### config.mk
export PLATFORM = sky130hd
export DESIGN_NAME = pin_change_ext_irq_flags
export DESIGN_NICKNAME = d
export VERILOG_FILES = /design/src/pcirq_pkg.sv /design/src/pin_sync.sv /design/src/edge_sense.sv /design/src/pin_change_ext_irq_flags.sv
export VERILOG_INCLUDE_DIRS = /design/src /design/src/src
export SDC_FILE = /design/constraint.sdc
export NUM_CORES = 1
export LEC_CHECK = 0
export BUFFER_PORTS_ARGS = -buffer_cell sky130_fd_sc_hd__buf_4
export CORE_UTILIZATION = 35
export CTS_CLUSTER_SIZE = 40
export DETAILED_ROUTE_END_ITERATION = 10
export HOLD_SLACK_MARGIN = 0.08
export PLACE_DENSITY = 0.56
export SETUP_SLACK_MARGIN = 0.2
export SKIP_CTS_REPAIR_TIMING = 1
export SYNTH_ARGS = -nofsm -noshare
export SYNTH_HDL_FRONTEND = slang
export SYNTH_SLANG_ARGS = --single-unit
### constraint.sdc
create_clock -name clock -period 2.55 [get_ports clock]
set_input_delay 0.765 -clock clock [delete_from_list [all_inputs] [get_ports clock]]
set_output_delay 0.765 -clock clock [all_outputs]
set_load 0.005 [all_outputs]
### src/pcirq_defines.svh
`ifndef PCIRQ_DEFINES_SVH
`define PCIRQ_DEFINES_SVH

// register byte addresses on the ahb-lite slave
`define ADDR_EXT_FLAGS 8'h00
`define ADDR_EXT_ENABLE 8'h04
`define ADDR_EXT_SENSE 8'h08
`define ADDR_PC_ENABLE 8'h0c
`define ADDR_PC_FLAGS 8'h10
`define ADDR_PC_MASK2 8'h14
`define ADDR_PC_MASK1 8'h18
`define ADDR_PC_MASK0 8'h1c
`define ADDR_STATUS 8'h20
`define ADDR_IRQ_MASK 8'h24
`define ADDR_ACK 8'h28
`define ADDR_GLOBAL 8'h2c

// field positions
`define EXT0_BIT 0
`define EXT1_BIT 1
`define GRP0_BIT 0
`define GRP1_BIT 1
`define GRP2_BIT 2
`define GRP1_VALID 8'h7f

// reset values
`define RESET_BYTE 8'h00
`define RESET_SENSE 4'h0

`endif

### src/pcirq_pkg.sv
package pcirq_pkg;

    typedef enum logic [1:0] {
        SENSE_LOW = 2'b00,
        SENSE_ANY = 2'b01,
        SENSE_FALL = 2'b10,
        SENSE_RISE = 2'b11
    } sense_t;

    typedef enum logic [1:0] {
        BUS_IDLE = 2'b00,
        BUS_DATA = 2'b01
    } bus_state_t;

endpackage : pcirq_pkg

### src/pin_sync.sv
`timescale 1ns/1ps
module pin_sync #(
    parameter int WIDTH = 8
) (
    // clock and reset
    input wire logic clock,
    input wire logic srst,
    // pins
    input wire logic [WIDTH-1:0] pin_in,
    // synchronised level and change pulse
    output logic [WIDTH-1:0] level,
    output logic [WIDTH-1:0] changed
);
    typedef struct packed {
        logic [WIDTH-1:0] meta;
        logic [WIDTH-1:0] sync;
        logic [WIDTH-1:0] prev;
        logic [2:0] fill;
    } sync_state_t;

    sync_state_t state_r;
    sync_state_t state_nxt;

    if (WIDTH < 1) begin : g_bad_width
        $error("pin_sync width must be at least one");
    end

    always_comb begin
        state_nxt = state_r;
        state_nxt.meta = pin_in;
        state_nxt.sync = state_r.meta;
        state_nxt.prev = state_r.sync;
        state_nxt.fill = {state_r.fill[1:0], 1'b1};
        if (srst) begin
            state_nxt = '0;
        end
    end

    always_ff @(posedge clock) begin
        state_r <= state_nxt;
    end

    assign level = state_r.sync;
    // no change until sync and prev both hold real samples, else a high idle
    // pin would look like an edge just after reset
    assign changed = state_r.fill[2] ? (state_r.sync ^ state_r.prev) : '0;
endmodule : pin_sync

### src/edge_sense.sv
`timescale 1ns/1ps
module edge_sense (
    // synchronised input
    input wire logic level,
    input wire logic changed,
    // sense field
    input wire logic [1:0] sense,
    // trigger event
    output logic trigger
);
    always_comb begin
        case (pcirq_pkg::sense_t'(sense))
            pcirq_pkg::SENSE_ANY: trigger = changed;
            pcirq_pkg::SENSE_FALL: trigger = changed & ~level;
            pcirq_pkg::SENSE_RISE: trigger = changed & level;
            default: trigger = 1'b0;
        endcase
    end
endmodule : edge_sense

### src/pin_change_ext_irq_flags.sv
// Behaviour
// edge on external input sets its flag
// set, enabled, global on: request external vector
// flags clear on vector ack or write one
// level-sensed external flag always held zero
// group 2 enable lets pins 16-23 interrupt
// group 1 enable lets pins 8-14 interrupt
// group 0 enable lets pins 0-7 interrupt
// change on pins 16-23 sets group 2 flag
// change in group 1 or 0 sets flag
// group flag, enabled, global on: request vector
// group 2 mask enables each pin 16-23
// group 1 mask bits 6..0, bit 7 zero
// group 0 mask enables each pin 0-7
// control and flag bits 7..3 read zero
// control and masks reset to zero
// pin changes detected without i/o clock; here the pins are sampled on the system clock
// pins trigger even when driven as outputs
// sense field: low, any, falling, rising
// synchronise pins, compare with previous sample
//
// The AHB-Lite register port and the register addresses were chosen for this implementation.
`timescale 1ns/1ps
`include "pcirq_defines.svh"
module pin_change_ext_irq_flags #(
    parameter int GRP2_PINS = 8,
    parameter int GRP1_PINS = 7,
    parameter int GRP0_PINS = 8
) (
    // clock and reset
    input wire logic clock,
    input wire logic srst,
    // ahb-lite slave
    input wire logic hsel,
    input wire logic [31:0] haddr,
    input wire logic [1:0] htrans,
    input wire logic hwrite,
    input wire logic [2:0] hsize,
    input wire logic [31:0] hwdata,
    input wire logic hready,
    output logic [31:0] hrdata,
    output logic hreadyout,
    output logic hresp,
    // pins, sampled whatever their direction
    input wire logic ext_irq0_input,
    input wire logic ext_irq1_input,
    input wire logic [7:0] change_pins_0_to_7,
    input wire logic [6:0] change_pins_8_to_14,
    input wire logic [7:0] change_pins_16_to_23,
    // vector execution acknowledge from the cpu
    input wire logic [1:0] ext_vector_ack,
    input wire logic [2:0] group_vector_ack,
    // vector requests
    output logic [1:0] ext_vector_req,
    output logic group0_vector,
    output logic group1_vector,
    output logic group2_vector,
    // summary interrupt
    output logic irq
);
    typedef struct packed {
        pcirq_pkg::bus_state_t bus;
        logic [7:0] addr;
        logic wr;
        logic [31:0] rdata;
        logic [1:0] ext_flags;
        logic [1:0] ext_enable;
        logic [3:0] ext_sense;
        logic [2:0] pc_enable;
        logic [2:0] pc_flags;
        logic [7:0] mask2;
        logic [6:0] mask1;
        logic [7:0] mask0;
        logic [4:0] status;
        logic [4:0] irq_mask;
        logic global_en;
        logic [1:0] ext_req;
        logic [2:0] grp_req;
        logic irq;
    } state_t;

    state_t st_r;
    state_t st_nxt;

    logic [1:0] ext_level;
    logic [1:0] ext_changed;
    logic [1:0] ext_trig;
    logic [7:0] lvl0;
    logic [7:0] chg0;
    logic [6:0] lvl1;
    logic [6:0] chg1;
    logic [7:0] lvl2;
    logic [7:0] chg2;
    logic [2:0] grp_trig;
    logic [1:0] ext_level_mode;

    if (GRP2_PINS != 8 || GRP1_PINS != 7 || GRP0_PINS != 8) begin : g_bad_groups
        $error("pin group widths are fixed by the register layout");
    end

    // asynchronous wake detection is left to the power controller; here the
    // pins are sampled on the system clock
    pin_sync #(.WIDTH(2)) u_ext_sync (
        .clock(clock),
        .srst(srst),
        .pin_in({ext_irq1_input, ext_irq0_input}),
        .level(ext_level),
        .changed(ext_changed)
    );

    pin_sync #(.WIDTH(8)) u_grp0_sync (
        .clock(clock),
        .srst(srst),
        .pin_in(change_pins_0_to_7),
        .level(lvl0),
        .changed(chg0)
    );

    pin_sync #(.WIDTH(7)) u_grp1_sync (
        .clock(clock),
        .srst(srst),
        .pin_in(change_pins_8_to_14),
        .level(lvl1),
        .changed(chg1)
    );

    pin_sync #(.WIDTH(8)) u_grp2_sync (
        .clock(clock),
        .srst(srst),
        .pin_in(change_pins_16_to_23),
        .level(lvl2),
        .changed(chg2)
    );

    genvar gi;
    generate
        for (gi = 0; gi < 2; gi++) begin : g_ext
            edge_sense u_sense (
                .level(ext_level[gi]),
                .changed(ext_changed[gi]),
                .sense(st_r.ext_sense[2*gi+1:2*gi]),
                .trigger(ext_trig[gi])
            );
            assign ext_level_mode[gi] =
                (st_r.ext_sense[2*gi+1:2*gi] == pcirq_pkg::SENSE_LOW);
        end
    endgenerate

    // masks gate detection per pin; flags are set regardless of the enable
    assign grp_trig[`GRP0_BIT] = |(chg0 & st_r.mask0);
    assign grp_trig[`GRP1_BIT] = |(chg1 & st_r.mask1);
    assign grp_trig[`GRP2_BIT] = |(chg2 & st_r.mask2);

    function automatic logic [7:0] w1c_byte(input logic [31:0] d, input logic hit);
        w1c_byte = hit ? d[7:0] : 8'h00;
    endfunction : w1c_byte

    logic wr_go;
    logic rd_go;
    logic [1:0] ext_clr;
    logic [2:0] pc_clr;
    logic [4:0] stat_set;
    logic low_active0;
    logic low_active1;
    logic [7:0] ext_w1c;
    logic [7:0] pc_w1c;

    assign wr_go = (st_r.bus == pcirq_pkg::BUS_DATA) && st_r.wr;
    assign rd_go = hsel && hready && htrans[1] && !hwrite;
    assign ext_w1c = w1c_byte(hwdata, wr_go && st_r.addr == `ADDR_EXT_FLAGS);
    assign pc_w1c = w1c_byte(hwdata, wr_go && st_r.addr == `ADDR_PC_FLAGS);
    assign ext_clr = ext_vector_ack | ext_w1c[1:0];
    assign pc_clr = group_vector_ack | pc_w1c[2:0];
    assign stat_set = {grp_trig, ext_trig & ~ext_level_mode};
    assign low_active0 = ext_level_mode[0] && !ext_level[0];
    assign low_active1 = ext_level_mode[1] && !ext_level[1];

    always_comb begin
        st_nxt = st_r;
        st_nxt.bus = pcirq_pkg::BUS_IDLE;
        if (hsel && hready && htrans[1]) begin
            st_nxt.bus = pcirq_pkg::BUS_DATA;
            st_nxt.addr = haddr[7:0];
            st_nxt.wr = hwrite;
        end

        if (wr_go) begin
            case (st_r.addr)
                `ADDR_EXT_ENABLE: st_nxt.ext_enable = hwdata[1:0];
                `ADDR_EXT_SENSE: st_nxt.ext_sense = hwdata[3:0];
                `ADDR_PC_ENABLE: st_nxt.pc_enable = hwdata[2:0];
                `ADDR_PC_MASK2: st_nxt.mask2 = hwdata[7:0];
                `ADDR_PC_MASK1: st_nxt.mask1 = hwdata[6:0];
                `ADDR_PC_MASK0: st_nxt.mask0 = hwdata[7:0];
                `ADDR_IRQ_MASK: st_nxt.irq_mask = hwdata[4:0];
                `ADDR_GLOBAL: st_nxt.global_en = hwdata[0];
                default: st_nxt.global_en = st_r.global_en;
            endcase
        end

        // set wins over a clear arriving in the same cycle
        st_nxt.ext_flags = (st_r.ext_flags & ~ext_clr) | ext_trig;
        // use the sense being written, so a flag never outlives the switch to level
        for (int i = 0; i < 2; i++) begin
            if (st_nxt.ext_sense[2*i +: 2] == pcirq_pkg::SENSE_LOW) begin
                st_nxt.ext_flags[i] = 1'b0;
            end
        end
        st_nxt.pc_flags = (st_r.pc_flags & ~pc_clr) | grp_trig;

        // sticky status, cleared by reading it; new events still win
        st_nxt.rdata = 32'h0;
        if (rd_go) begin
            case (haddr[7:0])
                `ADDR_EXT_FLAGS: st_nxt.rdata = {30'h0, st_r.ext_flags};
                `ADDR_EXT_ENABLE: st_nxt.rdata = {30'h0, st_r.ext_enable};
                `ADDR_EXT_SENSE: st_nxt.rdata = {28'h0, st_r.ext_sense};
                `ADDR_PC_ENABLE: st_nxt.rdata = {29'h0, st_r.pc_enable};
                `ADDR_PC_FLAGS: st_nxt.rdata = {29'h0, st_r.pc_flags};
                `ADDR_PC_MASK2: st_nxt.rdata = {24'h0, st_r.mask2};
                `ADDR_PC_MASK1: st_nxt.rdata = {25'h0, st_r.mask1};
                `ADDR_PC_MASK0: st_nxt.rdata = {24'h0, st_r.mask0};
                `ADDR_STATUS: st_nxt.rdata = {27'h0, st_r.status};
                `ADDR_IRQ_MASK: st_nxt.rdata = {27'h0, st_r.irq_mask};
                `ADDR_GLOBAL: st_nxt.rdata = {31'h0, st_r.global_en};
                default: st_nxt.rdata = 32'h0;
            endcase
        end
        if (rd_go && haddr[7:0] == `ADDR_STATUS) begin
            st_nxt.status = stat_set;
        end else begin
            st_nxt.status = st_r.status | stat_set;
        end

        // low level requests directly while the pin stays low
        st_nxt.ext_req[0] = st_r.global_en && st_r.ext_enable[0]
            && (st_r.ext_flags[0] || low_active0);
        st_nxt.ext_req[1] = st_r.global_en && st_r.ext_enable[1]
            && (st_r.ext_flags[1] || low_active1);
        st_nxt.grp_req = {3{st_r.global_en}} & st_r.pc_enable & st_r.pc_flags;
        st_nxt.irq = |(st_nxt.status & st_r.irq_mask);

        if (srst) begin
            st_nxt = '0;
            st_nxt.ext_sense = `RESET_SENSE;
            st_nxt.mask0 = `RESET_BYTE;
            st_nxt.mask2 = `RESET_BYTE;
        end
    end

    always_ff @(posedge clock) begin
        st_r <= st_nxt;
    end

    // a pin change during sleep without a clock is caught on wake by the
    // synchroniser only if the level persists; true async wake lives upstream
    assign hrdata = st_r.rdata;
    assign hreadyout = 1'b1;
    assign hresp = 1'b0;
    assign ext_vector_req = st_r.ext_req;
    assign group0_vector = st_r.grp_req[`GRP0_BIT];
    assign group1_vector = st_r.grp_req[`GRP1_BIT];
    assign group2_vector = st_r.grp_req[`GRP2_BIT];
    assign irq = st_r.irq;
endmodule : pin_change_ext_irq_flags

======== Yosys cells after proc, flatten, opt, wreduce, memory -nomap -nowiden ========
Index checks and enable logic that the tools add are counted.
cells by class
  eq/ne operators ......................... 26
  mux-type cells .......................... 18
  bitwise operators ....................... 28
  reduce and logical (&&, ||, !) cells .... 38
operators by type and width
  cell                                                                    number
  8-bit one-hot mux with 11 select lines                                  1
  8-bit by 5-bit equality test with 1-bit output (second input constant)  8
  8-bit by 6-bit equality test with 1-bit output (second input constant)  5
  8-bit by 4-bit equality test with 1-bit output (second input constant)  4
  8-bit bitwise AND                                                       2
  8-bit by 3-bit equality test with 1-bit output (second input constant)  2
  8-bit logical NOT                                                       2
  8-bit two-way mux                                                       2
  8-bit OR reduction                                                      2
  8-bit XOR                                                               2
  7-bit two-way mux                                                       2
  2-bit AND reduction                                                     7
  1-bit logical AND                                                       13
  10-bit two-way mux                                                      1
  3-bit bitwise AND                                                       3
  2-bit equality test (second input constant)                             4
  2-bit logical NOT                                                       4
  7-bit bitwise AND                                                       1
  7-bit OR reduction                                                      1
  7-bit XOR                                                               1
  2-bit by 1-bit equality test with 1-bit output (second input constant)  3
  3-bit two-way mux                                                       2
  3-bit bitwise OR                                                        2
  1-bit one-hot mux with 3 select lines                                   2
  other kinds (17)                                                        34
storage, ports and cells
  register bits after elaboration ......... 184
  input port bits ......................... 104
  output and inout bits ................... 40
  word-level logic and storage cells ...... 149

======== Longest topological paths before layout ========
  depth in word-level cells ............... 9
  depth in mapped cells ................... 6

======== By module ========
From an unflattened synthesis, not the netlist that was laid out.
unflattened totals
  cell total of the unflattened synthesis .. 694
  area total of the unflattened synthesis .. 6,590.1 um2
modules (own cells, without submodules)
  module                      times used  cells each  area each (um2)
  pin_change_ext_irq_flags    1           431         3,553.4
  pin_sync (u_grp0_sync ...)  2           80          927.1
  pin_sync (u_grp1_sync)      1           71          848.3
  pin_sync (u_ext_sync)       1           24          281.5
  edge_sense                  2           4           26.3

======== Worst setup path before layout ========
OpenSTA, ideal clock, no wires.
  path type ............................... in2reg
  start point ............................. input port haddr[5]
  end point ............................... register st_r (netlist bit hrdata[5])
  data arrival time ....................... 1.934 ns
  slack ................................... 0.542 ns
  cell stages on the path ................. 5
  buffers on the path ..................... 1
  path through ............................ buf_2 nor4b_4 nor3b_1 a22oi_1 a21oi_1
between the ends
  longest elaborated chain between the ends .. 2
  elaborated cells on any way between the ends .. 12
ends and longest elaborated chain
  element                                                                       RTL line                         RTL
  start: declaration                                                            pin_change_ext_irq_flags.sv:35   input wire logic [31:0] haddr,
  8-bit by 6-bit equality test with 1-bit output, or another cell as far along  pin_change_ext_irq_flags.sv:214  case (haddr[7:0])
  8-bit one-hot mux with 11 select lines *                                      pin_change_ext_irq_flags.sv:214
  end signal: assignment                                                        pin_change_ext_irq_flags.sv:252  st_r <= st_nxt;
  end: declaration                                                              pin_change_ext_irq_flags.sv:82   state_t st_r;
Every way passes the cells marked *; elsewhere a longest branch is shown, timed or not.
A chain may end at the register's enable or synchronous reset.

======== Worst setup path in the final report ========
  start point ............................. register st_r[87] (netlist bit)
  end point ............................... register st_r[42] (netlist bit)
between the ends
  longest elaborated chain between the ends .. 7
ends and longest elaborated chain
  element                                                   RTL line                         RTL
  8-bit by 5-bit equality test with 1-bit output (no line)  n/a
  1-bit logical AND (no line)                               n/a
  3-bit two-way mux                                         pin_change_ext_irq_flags.sv:155  w1c_byte = hit ? d[7:0] : 8'h00;
  3-bit bitwise OR                                          pin_change_ext_irq_flags.sv:173  assign pc_clr = group_vector_ack | pc_w1c[2:0];
  3-bit inverter                                            pin_change_ext_irq_flags.sv:209  st_nxt.pc_flags = (st_r.pc_flags & ~pc_clr) | grp_trig;
  3-bit bitwise AND                                         pin_change_ext_irq_flags.sv:209
  3-bit bitwise OR                                          pin_change_ext_irq_flags.sv:209
Every way passes these cells.

==> results.txt <==
- Class of the worst hold path: flop to flop
* Sum of negative setup slack: 0 ns
* Die height: around 130 µm
- Count of unique library cells instantiated by Yosys: 51
- Post-synth EDFFs: 0
* Cells on Worst Hold Path: 1
- Worst slew margin: ~55%
- For hold timing, the worst endpoint is u_grp0_sync.level[6]$_SDFF_PP0_.
- Of the cells placed in the final design, the portion with a size suffix greater than 1 is 18.6%.
- CTS buffer count: 17
- After filler insertion, the fill cell instance count of the layout stands at around 1500.
* Cell leakage power: between 0.002 and 0.003 µW
- I/O pins: approximately 140
* Antenna cell count: 0
- The worst register-to-register path has a setup slack of between 0.4 and 0.5 ns.
- Main area contributors after synthesis: sky130_fd_sc_hd__dfxtp_1, sky130_fd_sc_hd__nor2b_1, sky130_fd_sc_hd__mux2i_1
* Post-route insts no fill: around 870
* Top routing layer in use: met4
- Drt initial violations: ~280
- Once detail routing completed, the nets flagged for antenna violations numbered 0.
- Core area: about 16000 µm²
- Clock root buffer: sky130_fd_sc_hd__clkbuf_16
- Final slew viol count: 0
* Pin count of the biggest net entering global routing: 55
- Worst-Margin Slew: 0.669 ns
- In the final routing, the length of wire on met1 measures between 5000 and 6000 µm.
* Final core utilization: around 43%
- In this run the critical register-to-register path is launched from st_r[87]$_SDFFE_PP0N_.
* Reg2Reg Capture Point: st_r[42]$_SDFF_PP0_
- Starting density of the core: 36.2%
* Wirelength per Cell: ~15 µm
* Detailed placer's ending HPWL: ~9000 µm
* I/O Buffers: between 60 and 70
* Vias after detailed routing: around 4100
* Highest attainable clock frequency: between 400 and 500 MHz
* Final hold violation count: 0
- Biggest area consumer among synthesized cells: sky130_fd_sc_hd__dfxtp_1
- GR Util All Layers: about 16%
- The worst setup path is launched from a flop.
- IR analysis of the VDD net gives a maximum drop of roughly 0.42 mV.
- Number of warnings printed during yosys synthesis: 0
* Endpoint type of the worst setup path: flop
- Counting every instance in the synthesized netlist gives roughly 580.
- The synthesized design devotes to its leading area cell type about 52% of total area.
- Detailed routing placed a total of 630 µm of wire on met3.
- Before antenna repair, the detailed router went through 5 iterations.
- In the finished design, the share of the clock period the worst path needs comes to 80.7%.
- Largest buffer count on any clock path: 2
* Post-synthesis register bit count: 150
- Clock latency reported for the late side of the worst-skew pair: ~0.42 ns
- Number of global-route vias before repair: approximately 3800
- The congestion estimate from routability-driven global placement came to between 0.8 and 0.9.
* Via density per instance: 4.69
- Total clock sinks: 150
* Worst R2R Path Depth: 5
- Wire length of the first global-routing pass: approximately 20000 µm
* Layout overhead on the synthesized area: 18.5%
- Avg Synthesized Cell Area: 9.98 µm²
- Data on the critical path arrives at its endpoint at 2.36 ns.
- Power spread over the standard cell area amounts to between 700 and 800 nW/µm².
- Critical path peak fanout: 5
* Met2 wire length: approximately 6100 µm
- Ranked by instance count, the synthesized netlist is headed by sky130_fd_sc_hd__dfxtp_1, sky130_fd_sc_hd__nor2b_1, sky130_fd_sc_hd__nor2_1, sky130_fd_sc_hd__nand2_1, sky130_fd_sc_hd__mux2i_1.
- The design draws a little under 5000 µW.
* Setup repair after global routing missed its margin: false
- The run finished with clean final reports.
- Including well taps, the total number of placed cells is between 800 and 900.
* Total number of H-tree levels: 4
- CTS clock-pin slew for the worst setup and hold paths: 0.06 ns
* Wire length after detailed routing: approximately 13000 µm
- After layout, the worst setup slack is about 0.49 ns.
- Critical path class: flop to flop
- Before CTS, the worst setup slack after placement is around 0.25 ns.
- Most repeated cell in the gate-level netlist after synthesis: sky130_fd_sc_hd__dfxtp_1
* Horizontal die dimension: approximately 130 µm
- # rows: 46
* Main flop type after synthesis: sky130_fd_sc_hd__dfxtp_1
- Global routing finished with a remaining overflow of 0.
- Die ar.: between 15000 and 20000 µm²
- The synthesized netlist occupies a cell area of ~5800 µm².
- Net count of the finished layout: between 700 and 800
* Beginning of the worst hold path: u_grp0_sync.state_r[25]$_SDFF_PP0_
* Max Cap Violations: 0
* Worst-case clock skew: between 0.005 and 0.006 ns
- Clock tree from TritonCTS: yes
- Initial antenna violation count: 0
* Data required time of the worst path: around 2.9 ns
* Residual DRC: 0
* Portion of the post-synthesis area used by sequential elements: about half
- Subtracting the final worst setup slack from the clock period gives slightly above 2 ns.
- Final setup vio count: 0
- For this run, asynchronously set or reset flops after synthesis account for 0%.
[worst max path at each step]
stage                           from              endpoint  slack, ns  cells after the start
3_3_place_gp                haddr[5]  hrdata[5]$_SDFF_PP0_       0.32                      5
4_1_cts        st_r[87]$_SDFFE_PP0N_   st_r[42]$_SDFF_PP0_       0.49                      5
5_1_grt        st_r[87]$_SDFFE_PP0N_   st_r[40]$_SDFF_PP0_       0.38                      5
2_1_floorplan               haddr[5]  hrdata[5]$_SDFF_PP0_       0.54                      5
6_report       st_r[87]$_SDFFE_PP0N_   st_r[42]$_SDFF_PP0_       0.49                      5
3_5_place_dp                haddr[5]  hrdata[5]$_SDFF_PP0_       0.25                      5
[power breakdown]
| part | leakage, µW | switching, µW | internal [µW] |
|---|---|---|---|
| combinational | 0.00150 | 125 | 109 |
| sequential | 0.00122 | 24.3 | 2400 |
| clock | 0.000258 | 992 | 1280 |
[critical path: stages (launching register included)]
cell                      delay (ns)
sky130_fd_sc_hd__dfxtp_1        0.35
sky130_fd_sc_hd__or4_2          0.70
sky130_fd_sc_hd__nor4_1         0.53
sky130_fd_sc_hd__nand2_1        0.11
sky130_fd_sc_hd__a31oi_1        0.19
sky130_fd_sc_hd__nor2_1         0.05
[flip-flops by register name, indices dropped and copies added (netlist names)]
register	flops
u_grp1_sync.state_r	14
u_grp2_sync.level	8
u_grp1_sync.level	7
u_ext_sync.level	2
group0_vector	1
u_grp2_sync.state_r	16
ext_vector_req	2
u_grp0_sync.state_r	16
hrdata	8
irq	1
group1_vector	1
group2_vector	1
u_grp0_sync.level	8
st_r	58
u_ext_sync.state_r	7
[layer usage]
| metal | track usage [%] | vias to the layer above |
|---|---|---|
| li1 | - | 2029 |
| met3 | 5.09 | 16 |
| met2 | 26.2 | 127 |
| met1 | 20.0 | 1890 |
| met4 | 5.61 | 0 |
| met5 | 0 | - |
[cell families (layout without fill, tap and decap cells)]
| kind of cell | after synthesis | in the layout | share of synthesized area [%] |
|---|---|---|---|
| other | 2 | 26 | 0.129 |
| multiplexers | 46 | 46 | 8.46 |
| flip-flops | 150 | 150 | 51.6 |
| AO/OA/AOI/OAI | 74 | 74 | 8.52 |
| buffers and inverters | 67 | 110 | 6.71 |
| XOR/XNOR | 23 | 23 | 3.46 |
| AND/OR/NAND/NOR | 221 | 221 | 21.1 |
[metrics by stage]
step / instance area, µm² / hold slack [ns]
global placement: 6350 / 0.421
global route: 6890 / 0.450
CTS: 6890 / 0.439
finish: 6890 / 0.436
floorplan: 5910 / 0.414
detailed placement: 6350 / 0.420
[layout by cell type (no fill, tap or decap), types with 5 or more instances in the layout]
cell type / instances
sky130_fd_sc_hd__mux2i_1: 39
sky130_fd_sc_hd__nor2_1: 47
sky130_fd_sc_hd__a22oi_1: 19
sky130_fd_sc_hd__inv_1: 6
sky130_fd_sc_hd__nor2b_1: 79
sky130_fd_sc_hd__and3_1: 6
sky130_fd_sc_hd__dfxtp_1: 150
sky130_fd_sc_hd__nand2_1: 42
sky130_fd_sc_hd__buf_4: 72
sky130_fd_sc_hd__clkinv_4: 5
sky130_fd_sc_hd__conb_1: 26
sky130_fd_sc_hd__a21oi_1: 26
sky130_fd_sc_hd__mux2_2: 5
sky130_fd_sc_hd__xor2_1: 23
sky130_fd_sc_hd__nand3b_1: 5
sky130_fd_sc_hd__nor3_1: 8
sky130_fd_sc_hd__clkbuf_16: 17
sky130_fd_sc_hd__o21ai_0: 6
[cell type report]
class / count / area, µm² / share of cell area [%]
Sequential cell: 150 / 3000 / 43.6
Multi-Input combinational cell: 390 / 2510 / 36.4
Timing Repair Buffer: 72 / 541 / 7.84
Clock buffer: 20 / 447 / 6.48
Tap cell: 216 / 270 / 3.92
Clock inverter: 12 / 97.6 / 1.42
Inverter: 6 / 22.5 / 0.327
Note: power is estimated with default switching activity, not from simulation.
